### src/rtl/sps_pkg.sv
// constants, types and rate table for the serial master/slave port
// Summary of operation
// - slave buffer shifts on master clock, latches result
// - write during transfer sets collision, is dropped
// - hardware sets collision, software clears; optional
// - shifting continues while processor halted
// - build option picks rising or falling edge
// - bit order control selects msb or lsb
// - select before clock; slave gated by select
// - select enable: master drives, slave gates
// - select enable off leaves select pin floating while port enabled
// - build option can force select enable off
// - standby pin levels per mode
// - disabled pin levels per mode
// - port disable resets all status flags
// - done flag set on finish, low while pending
// - mode field: three master rates or slave
// - clock select: half or full oscillator
// - master write starts transfer, clock and select
package sps_pkg;

  typedef enum logic [1:0]
  {
    SPS_MASTER_DIV1 = 2'b00,
    SPS_MASTER_DIV4 = 2'b01,
    SPS_MASTER_DIV16 = 2'b10,
    SPS_SLAVE = 2'b11
  } sps_mode_e;

  // bits per transfer
  localparam int unsigned BYTE_BITS = 8;
  localparam logic [3:0] LAST_BIT = 4'h8;
  // baud divisors of the serial base clock
  localparam logic [5:0] DIV_1 = 6'h01;
  localparam logic [5:0] DIV_4 = 6'h04;
  localparam logic [5:0] DIV_16 = 6'h10;
  // reset values
  localparam logic [7:0] DATA_RESET = 8'h00;

endpackage : sps_pkg

### src/rtl/sps_rate_if.sv
// interface between the port engine and its bit rate generator
interface sps_rate_if;
  logic base_sel;
  logic [1:0] mode;
  logic run;
  logic tick;
  modport gen (input base_sel, input mode, input run, output tick);
  modport user (output base_sel, output mode, output run, input tick);
endinterface : sps_rate_if

### src/rtl/sps_port.sv
// byte-wide serial port engine, master or slave, with pin control
module sps_port
#(
  parameter bit CLOCK_EDGE_OPTION = 1'b1,
  parameter bit COLLISION_OPT = 1'b1,
  parameter bit SELECT_OPT = 1'b1
)
(
  input wire logic REF_CLK,
  input wire logic RESETN,
  input wire logic BASE_CLOCK_SEL,
  input wire logic [1:0] MODE_SEL,
  input wire logic PORT_ENABLE,
  input wire logic MSB_FIRST_SEL,
  input wire logic SELECT_ENABLE,
  input wire logic DATA_WR,
  input wire logic [7:0] DATA_WDATA,
  output logic [7:0] SERIAL_DATA_REG,
  input wire logic WRITE_COLLISION_FLAG_CLR,
  input wire logic TRF_CLR,
  output logic WRITE_COLLISION_FLAG,
  output logic TRANSFER_DONE_FLAG,
  output logic SERIAL_PORT_IRQ,
  output logic BUSY,
  input wire logic SCK_I,
  output logic SCK_O,
  output logic SCK_OE,
  input wire logic SELECT_LINE_N_I,
  output logic SELECT_LINE_N_O,
  output logic SELECT_LINE_N_OE,
  input wire logic SERIAL_IN,
  output logic SERIAL_OUT_O,
  output logic SERIAL_OUT_OE
);

  localparam logic ACT_LVL = CLOCK_EDGE_OPTION;
  localparam logic IDLE_LVL = ~CLOCK_EDGE_OPTION;

  sps_rate_if rif ();

  logic master;
  logic sel_en;
  logic mbusy;
  logic busy;
  logic [3:0] cnt;
  logic [7:0] sh;
  logic [7:0] next_sh;
  logic sdo_q;
  logic sck_q;
  logic [7:0] data_reg;
  logic transfer_done_flag;
  logic write_collision_flag;
  logic irq;
  logic sck_s1, sck_s2, sck_s3;
  logic sel_s1, sel_s2;
  logic sdi_s1, sdi_s2;
  logic s_ok, s_act, s_trl, m_act, m_trl;
  logic act_ev, trl_ev, done;
  logic wr_ok, wr_col, m_start, s_start;

  // first bit to present, given the bit order
  function automatic logic out_bit(input logic [7:0] v, input logic msb);
    out_bit = msb ? v[7] : v[0];
  endfunction : out_bit

  // mode and select qualifiers
  assign master = (MODE_SEL != sps_pkg::SPS_SLAVE);
  assign sel_en = SELECT_OPT && SELECT_ENABLE;
  assign busy = master ? mbusy : (cnt != 4'h0);

  assign rif.base_sel = BASE_CLOCK_SEL;
  assign rif.mode = MODE_SEL;
  assign rif.run = master && mbusy && PORT_ENABLE;

  sps_rate u_rate
  (
    .clk(REF_CLK),
    .rst_n(RESETN),
    .rif(rif)
  );

  // pin inputs pass two flops; a third flop only feeds edge detect
  always_ff @(posedge REF_CLK or negedge RESETN)
  begin
    if (!RESETN)
    begin
      sck_s1 <= 1'b0;
      sck_s2 <= 1'b0;
      sck_s3 <= 1'b0;
      sel_s1 <= 1'b1;
      sel_s2 <= 1'b1;
      sdi_s1 <= 1'b0;
      sdi_s2 <= 1'b0;
    end
    else
    begin
      sck_s1 <= SCK_I;
      sck_s2 <= sck_s1;
      sck_s3 <= sck_s2;
      sel_s1 <= SELECT_LINE_N_I;
      sel_s2 <= sel_s1;
      sdi_s1 <= SERIAL_IN;
      sdi_s2 <= sdi_s1;
    end
  end

  // shift events; no halt input exists, so halting never stops them
  assign s_ok = !master && PORT_ENABLE && (!sel_en || !sel_s2);
  assign s_act = s_ok && (sck_s2 == ACT_LVL) && (sck_s3 != ACT_LVL);
  assign s_trl = s_ok && (sck_s2 != ACT_LVL) && (sck_s3 == ACT_LVL);
  assign m_act = rif.run && rif.tick && (sck_q == IDLE_LVL);
  assign m_trl = rif.run && rif.tick && (sck_q == ACT_LVL);
  assign act_ev = m_act || s_act;
  assign trl_ev = m_trl || s_trl;
  // master ends on the trailing edge so the clock lands at idle
  assign done = master ? (m_trl && cnt == sps_pkg::LAST_BIT)
                       : (s_act && cnt == sps_pkg::LAST_BIT - 4'h1);

  // writes load the shift buffer and in master mode start a transfer; busy writes collide
  assign wr_ok = DATA_WR && PORT_ENABLE && !busy;
  assign wr_col = DATA_WR && PORT_ENABLE && busy;
  assign m_start = wr_ok && master;
  assign s_start = s_act && (cnt == 4'h0);

  // bit order decides shift direction
  always_comb
  begin
    if (MSB_FIRST_SEL)
    begin
      next_sh = {sh[6:0], sdi_s2};
    end
    else
    begin
      next_sh = {sdi_s2, sh[7:1]};
    end
  end

  // shift buffer
  always_ff @(posedge REF_CLK or negedge RESETN)
  begin
    if (!RESETN)
    begin
      sh <= sps_pkg::DATA_RESET;
    end
    else if (wr_ok)
    begin
      sh <= DATA_WDATA;
    end
    else if (act_ev)
    begin
      sh <= next_sh;
    end
  end

  // bit counter and master busy
  always_ff @(posedge REF_CLK or negedge RESETN)
  begin
    if (!RESETN)
    begin
      cnt <= 4'h0;
      mbusy <= 1'b0;
    end
    else if (!PORT_ENABLE || done || (s_ok == 1'b0 && !master))
    begin
      // slave drops a partial byte when select goes away
      cnt <= 4'h0;
      mbusy <= 1'b0;
    end
    else if (m_start)
    begin
      cnt <= 4'h0;
      mbusy <= 1'b1;
    end
    else if (act_ev)
    begin
      cnt <= cnt + 4'h1;
    end
  end

  // serial out bit advances on trailing edges for hold margin; a write loads the first bit, done or disable parks it high
  always_ff @(posedge REF_CLK or negedge RESETN)
  begin
    if (!RESETN)
    begin
      sdo_q <= 1'b1;
    end
    else if (!PORT_ENABLE || done)
    begin
      sdo_q <= 1'b1;
    end
    else if (wr_ok)
    begin
      sdo_q <= out_bit(DATA_WDATA, MSB_FIRST_SEL);
    end
    else if (trl_ev)
    begin
      sdo_q <= out_bit(sh, MSB_FIRST_SEL);
    end
  end

  // master serial clock; parks at idle level
  always_ff @(posedge REF_CLK or negedge RESETN)
  begin
    if (!RESETN)
    begin
      sck_q <= IDLE_LVL;
    end
    else if (!rif.run)
    begin
      sck_q <= IDLE_LVL;
    end
    else if (rif.tick)
    begin
      sck_q <= ~sck_q;
    end
  end

  // received byte is latched on completion
  always_ff @(posedge REF_CLK or negedge RESETN)
  begin
    if (!RESETN)
    begin
      data_reg <= sps_pkg::DATA_RESET;
    end
    else if (done)
    begin
      data_reg <= master ? sh : next_sh;
    end
  end

  // done flag: set wins over clear; start or disable clears it
  always_ff @(posedge REF_CLK or negedge RESETN)
  begin
    if (!RESETN)
    begin
      transfer_done_flag <= 1'b0;
      irq <= 1'b0;
    end
    else if (!PORT_ENABLE)
    begin
      transfer_done_flag <= 1'b0;
      irq <= 1'b0;
    end
    else
    begin
      irq <= done;
      if (done)
      begin
        transfer_done_flag <= 1'b1;
      end
      else if (TRF_CLR || m_start || s_start)
      begin
        transfer_done_flag <= 1'b0;
      end
    end
  end

  // collision flag: hardware sets, software clears, set wins
  always_ff @(posedge REF_CLK or negedge RESETN)
  begin
    if (!RESETN)
    begin
      write_collision_flag <= 1'b0;
    end
    else if (!PORT_ENABLE)
    begin
      write_collision_flag <= 1'b0;
    end
    else if (wr_col && COLLISION_OPT)
    begin
      write_collision_flag <= 1'b1;
    end
    else if (WRITE_COLLISION_FLAG_CLR)
    begin
      write_collision_flag <= 1'b0;
    end
  end

  // pin drive per mode and enable state
  always_comb
  begin
    SCK_O = sck_q;
    SCK_OE = master && PORT_ENABLE;
    SERIAL_OUT_O = sdo_q;
    SERIAL_OUT_OE = master || PORT_ENABLE;
    SELECT_LINE_N_O = 1'b1;
    SELECT_LINE_N_OE = 1'b1;
    if (PORT_ENABLE)
    begin
      // master drives select low for the whole byte
      SELECT_LINE_N_O = !mbusy;
      SELECT_LINE_N_OE = master && sel_en;
    end
  end

  assign SERIAL_DATA_REG = data_reg;
  assign WRITE_COLLISION_FLAG = write_collision_flag;
  assign TRANSFER_DONE_FLAG = transfer_done_flag;
  assign SERIAL_PORT_IRQ = irq;
  assign BUSY = busy;
endmodule : sps_port

### src/rtl/sps_rate.sv
// half bit period tick generator for master mode
module sps_rate
(
  input wire logic clk,
  input wire logic rst_n,
  sps_rate_if.gen rif
);

  logic [5:0] cnt;
  logic [5:0] half;

  // half period in clocks; full-rate gets clamped to one clock
  function automatic logic [5:0] half_count(input logic base_sel, input logic [1:0] mode);
    logic [5:0] div;
    logic [6:0] period;
    div = sps_pkg::DIV_1;
    if (mode == sps_pkg::SPS_MASTER_DIV4)
    begin
      div = sps_pkg::DIV_4;
    end
    else if (mode == sps_pkg::SPS_MASTER_DIV16)
    begin
      div = sps_pkg::DIV_16;
    end
    // base clock is oscillator or oscillator/2
    period = base_sel ? {1'b0, div} : {div, 1'b0};
    half_count = (period < 7'h02) ? 6'h01 : period[6:1];
  endfunction : half_count

  assign half = half_count(rif.base_sel, rif.mode);
  assign rif.tick = rif.run && (cnt == half - 6'h01);

  // free count only while a master transfer runs
  always_ff @(posedge clk or negedge rst_n)
  begin
    if (!rst_n)
    begin
      cnt <= 6'h00;
    end
    else if (!rif.run || rif.tick)
    begin
      cnt <= 6'h00;
    end
    else
    begin
      cnt <= cnt + 6'h01;
    end
  end

endmodule : sps_rate

### config.mk
export PLATFORM = sky130hd
export DESIGN_NAME = sps_port
export DESIGN_NICKNAME = d
export VERILOG_FILES = /design/src/rtl/sps_pkg.sv /design/src/rtl/sps_rate_if.sv /design/src/rtl/sps_port.sv /design/src/rtl/sps_rate.sv
export SDC_FILE = /design/constraint.sdc
export NUM_CORES = 1
export LEC_CHECK = 0
export ABC_AREA = 1
export ABC_CLOCK_PERIOD_IN_PS = 2300
export BUFFER_PORTS_ARGS = -buffer_cell sky130_fd_sc_hd__buf_2
export CAP_MARGIN = 20
export CORE_MARGIN = 4
export CORE_UTILIZATION = 25
export DETAILED_ROUTE_END_ITERATION = 16
export SKIP_CTS_REPAIR_TIMING = 1
export SLEW_MARGIN = 5
export SYNTH_ARGS = -nofsm -noshare
export SYNTH_HDL_FRONTEND = slang
export SYNTH_HIERARCHICAL = 1
export SYNTH_SLANG_ARGS = --single-unit
### constraint.sdc
create_clock -name REF_CLK -period 2.3 [get_ports REF_CLK]
set_clock_uncertainty 0.1 [all_clocks]
set_input_delay 0 -clock REF_CLK [delete_from_list [all_inputs] [get_ports REF_CLK]]
set_output_delay 0 -clock REF_CLK [all_outputs]
set_load 0.01 [all_outputs]
### Word-level counts from Yosys, hierarchy flattened

Index checks and enable logic that the tools add are counted.

| operators by class | value |
|---|---|
| divide/modulo/power cells | 0 |
| multiplexer cells | 32 |
| $mul | 0 |
| shifts and indexed selects | 0 |
| $add $sub $neg | 3 |
| bitwise operators | 4 |
| $lt $le $gt $ge | 1 |
| reduce and logical (&&, ||, !) cells | 44 |
| equal/unequal tests | 9 |

Operator list:

| kind | number |
|---|---|
| $mux 8 | 4 |
| $logic_and 1x1->1 | 22 |
| $mux 1 | 20 |
| $mux 6 | 3 |
| $mux 4 | 3 |
| $mux 5 | 2 |
| $logic_or 1x1->1 | 9 |
| $logic_not 1->1 | 7 |
| $lt 7x2->1 const B | 1 |
| $add 6x1->6 const B | 1 |
| $eq 6x6->1 | 1 |
| $ne 3x1->1 const B | 2 |
| $reduce_bool 3->1 | 2 |
| $sub 6x1->6 const B | 1 |
| $add 4x1->4 const B | 1 |
| $eq 4x3->1 const B | 1 |
| $eq 4x4->1 const B | 1 |
| $logic_not 4->1 | 1 |
| $not 1->1 | 4 |
| $reduce_bool 2->1 | 2 |
| $reduce_bool 4->1 | 1 |
| $eq 2x1->1 const B | 1 |
| $eq 2x2->1 const B | 1 |
| $ne 2x1->1 const B | 1 |
| $ne 2x2->1 const B | 1 |

| storage, ports and cells | value |
|---|---|
| bits in read-only memories | 0 |
| bits in latches | 0 |
| input port bits | 22 |
| memories | 0 |
| flip-flop bits (word level) | 39 |
| RAM bits | 0 |
| output and inout bits | 18 |
| word-level logic and storage cells | 110 |

### Logic depth before layout (Yosys ltp)

| depth | value |
|---|---|
| depth in word-level cells | 16 |
| gate-level depth with buffers | 16 |
| gate-level depth less buffers | 15 |

### Modules after synthesis

The synthesis kept the hierarchy.

By module, submodules not included:

| module | instances | sequential area each (um2) | cells an instance | area an instance (um2) |
|---|---|---|---|---|
| sps_port | 1 | 829.5 | 238 | 1,750.4 |
| sps_rate | 1 | 150.1 | 61 | 455.4 |

### Worst setup path before layout

No wires, ideal clock.

| timing | value |
|---|---|
| path kind | register to register |
| from | register u_rate.cnt[3] |
| to | register cnt[3] (netlist name) |
| library setup time | 122 ps |
| required time | 2,078 ps |
| cell stages (with the launch flop) | 14 |
| buffers on the path | 1 |
| path slack | 528 ps |
| period minus slack after synthesis | 1,772 ps |
| arrival time | 1,550 ps |
| cells stage by stage | dfrtp_1 -> inv_1 -> nand2_1 -> nand2_1 -> nand2_1 -> nand2_1 -> nand3_2 -> nor2_1 -> nand4_2 -> nand2_4 -> buf_6 -> nand3_1 -> nand2_1 -> nor2_1 |

RTL lines:

| element | line | RTL |
|---|---|---|
| start, declared | sps_rate.sv:9 | `logic [5:0] cnt;` |
| start signal, assigned | sps_rate.sv:46 | `cnt <= cnt + 6'h01;` |

### Worst setup path after layout

| timing | value |
|---|---|
| from | register u_rate.cnt[2] |
| to | register data_reg[7], in the netlist SERIAL_DATA_REG[7] |

| between the ends | value |
|---|---|
| longest elaborated chain between the ends | 6 |

Ends and longest elaborated chain:

| element | line | RTL |
|---|---|---|
| $eq 6x6->1 | sps_rate.sv:31 | `assign rif.tick = rif.run && (cnt == half - 6'h01);` |
| $logic_and 1x1->1 | sps_rate.sv:31 |  |
| named net rif.tick | sps_rate_if.sv:6 | `logic tick;` |
| $logic_and 1x1->1 (2 in a row) | sps_port.sv:112 | `assign m_trl = rif.run && rif.tick && (sck_q == ACT_LVL);` |
| $logic_and 1x1->1 | sps_port.sv:116 | `assign done = master ? (m_trl && cnt == sps_pkg::LAST_BIT)` |
| $mux 1 | sps_port.sv:116 |  |
| end signal, assigned | sps_port.sv:223 | `data_reg <= sps_pkg::DATA_RESET;` |
| end signal, assigned | sps_port.sv:227 | `data_reg <= master ? sh : next_sh;` |
| end, declared | sps_port.sv:50 | `logic [7:0] data_reg;` |

The timed path passes the listed nets, and every way through them passes these cells.
A chain may end at the register's enable or synchronous reset.

==> metrics <==
Root Buffer=clkbuf_8; Slew @ Worst Pin=0.872 ns; layout cells sized above 1=21.4%; area of the multi-input gates=1040 µm²; WS Path Type=register to register; Max VDD drop=0.170 mV; Iteration-0 DRC Markers=122; hold crit path type=primary input to register; final layout net count=382; fin worst setup slack=0.317 ns; Max Fclk=504 MHz; Crit path arrival time=2.12 ns; Overflow after GRT=0; CP Cell Sequence=inv_1 > nand2_1 > nand3_1 > nor2_2 > nand3_2 > nor2_2 > nand4_1 > o21ai_4 > buf_4 > nand2_1 > nand2_1; Die ar.=10400 µm²; largest net degree at the start of global routing=40; CTS sink cnt=39; Finished Cell Area=2740 µm²; gpl congestion=0.797; Filler Cells Inserted=944; slowest library cell on the worst path=dfrtp_1; Routed WL per cell=11.4 µm; worst skew pair latency=0.29 ns; final wirelength=5290 µm; CP peak stage delay=0.45 ns; dpl hpwl=4030 µm; Initial Util=25.5%; Netlist cell types=28; synth top area cells=dfrtp_1, nand2_1, nand3_1; Synth area leader=dfrtp_1; PD cells=529 nW/µm²; post-route ant nets=0; crit path time final=1.98 ns; I/O pin count=40; CP Max Fanout=8; area added between synthesis and finish=24.4%; final core occ=31.8%; CTS H-Tree Depth=2; Via Count=2024; CP most frequent cell=nand2_1; slew margin rel.=41.8%; run status=complete, no violations; gr usage total=10.9%; post-synth top area share=40.8%; Max Cap Violations=0; placed cell areas=2510 µm²; period utilisation layout=86.2%; Final Hold Viols=0; Syn Nets=327; Num CTS Buffers=5; Post-Syn Area=2210 µm²; PortBufs=39; Die Ht=102 µm; Rows=34; register area=980 µm²; CTS tree=done; Syn. warnings=6; Slew Viols, Final=0; Avg Vias per Cell=4.37; syn_area_per_cell=7.38 µm²; number of synthesized register bits=39; Synth Instances=299; register area share after synthesis=44.4%; RSZ-0062 raised after global routing=false; first-pass detailed-route iteration total=4; leakage power=1.42 nW; antenna violations before repair=0; first-pass GRT wire length=9010 µm; Final setup viols=0; Clock Tree Buf Depth=2; Setup TNS Final=0 ns; antenna cell count=0; die width=102 µm; vias in the first global route=1985; DRC viols=0; Clock transition at path regs=0.08 ns; core area=8640 µm²; Worst Setup End Kind=register; pre-CTS setup slack=0.233 ns; Critical Path RT=2.43 ns; overall power=1.45 mW; Worst setup SP type=register
-- synthesized netlist by cell type (all sizes together) --
master / count
inv: 41
nand3: 32
dfrtp: 36
buf: 6
nor3: 1
xor2: 2
clkbuf: 1
nand2: 112
o21ai: 20
clkinv: 1
a21oi: 2
dfstp: 3
nor2: 26
ha: 6
a22o: 1
xnor2: 3
nand4: 6
-- cell usage in the layout, fill, tap and decap left out, drive strengths merged --
master	netlist	routed
a21oi	2	2
a22o	1	1
buf	6	41
clkbuf	1	6
clkinv	1	2
clkinvlp	0	1
dfrtp	36	36
dfstp	3	3
dlygate4sd3	0	14
ha	6	6
inv	41	41
nand2	112	112
nand3	32	32
nand4	6	6
nor2	26	26
nor3	1	1
o21ai	20	20
xnor2	3	3
xor2	2	2
-- worst max-delay path, delay by kind of cell, from the launching register on --
family,cells,cell delay [ns]
compound gates,1,0.24
simple gates,8,0.89
flops,1,0.45
buf+inv,2,0.24
-- state kept, by name (all words and copies together) (netlist names), 4 cells and up --
name,cells
cnt,4
SERIAL_DATA_REG,8
u_rate/cnt,6
sh,8
-- per-stage QoR --
step	hold slack, ns	cells
2_1_floorplan	-0.396	299
3_3_place_gp	0.00478	441
3_5_place_dp	0.00641	441
4_1_cts	-0.313	449
5_1_grt	0.0677	463
6_report	0.0325	463
-- layer usage --
| layer | GRT usage (%) | up-vias | share of wire, % |
|---|---|---|---|
| met4 | 3.94 | 0 | 1.8 |
| li1 | - | 1039 | - |
| met3 | 3.55 | 7 | 5.1 |
| met2 | 17.3 | 47 | 46 |
| met1 | 14.0 | 931 | 47 |
| met5 | 0 | - | 0 |
-- kinds of logic (layout without fill, tap and decap cells) --
logic type      Yosys count  after routing  share of synthesized area (%)
xor+xnor                  5              5                           1.99
compound gates           23             23                           5.56
flops                    39             39                           44.4
simple gates            177            177                           35.6
buf+inv                  49            105                           9.08
fa+ha+maj                 6              6                           3.40
-- layout make-up --
| class | count | share of cell area, % |
|---|---|---|
| Multi-Input combinational cell | 211 | 37.8 |
| Sequential cell | 39 | 35.7 |
| Clock inverter | 2 | 0.456 |
| Clock buffer | 6 | 2.64 |
| Tap cell | 108 | 4.92 |
| Inverter | 42 | 5.75 |
| Timing Repair Buffer | 55 | 12.8 |
-- where the power goes --
part	total, mW	internal (mW)	switching (mW)
logic	0.242	0.0932	0.149
clock network	0.459	0.212	0.246
registers	0.752	0.724	0.0279
-- path summary, 6_finish.rpt --
path	start	endpoint	slack, ns	cells after the start
setup / recovery	u_rate/cnt[2]$_DFF_PN0_	SERIAL_DATA_REG[7]$_DFFE_PN0P_	0.32	11
hold reg to reg	sck_s1$_DFF_PN0_	sck_s2$_DFF_PN0_	0.25	0
max in group asynchronous	RESETN	sh[4]$_DFFE_PN0P_	1.28	2
hold / removal	DATA_WR	WRITE_COLLISION_FLAG$_DFFE_PN0P_	0.03	4
min in group asynchronous	RESETN	SERIAL_DATA_REG[4]$_DFFE_PN0P_	0.27	2
setup reg to reg	u_rate/cnt[2]$_DFF_PN0_	SERIAL_DATA_REG[7]$_DFFE_PN0P_	0.32	11
(Power assumes the default switching activity.)
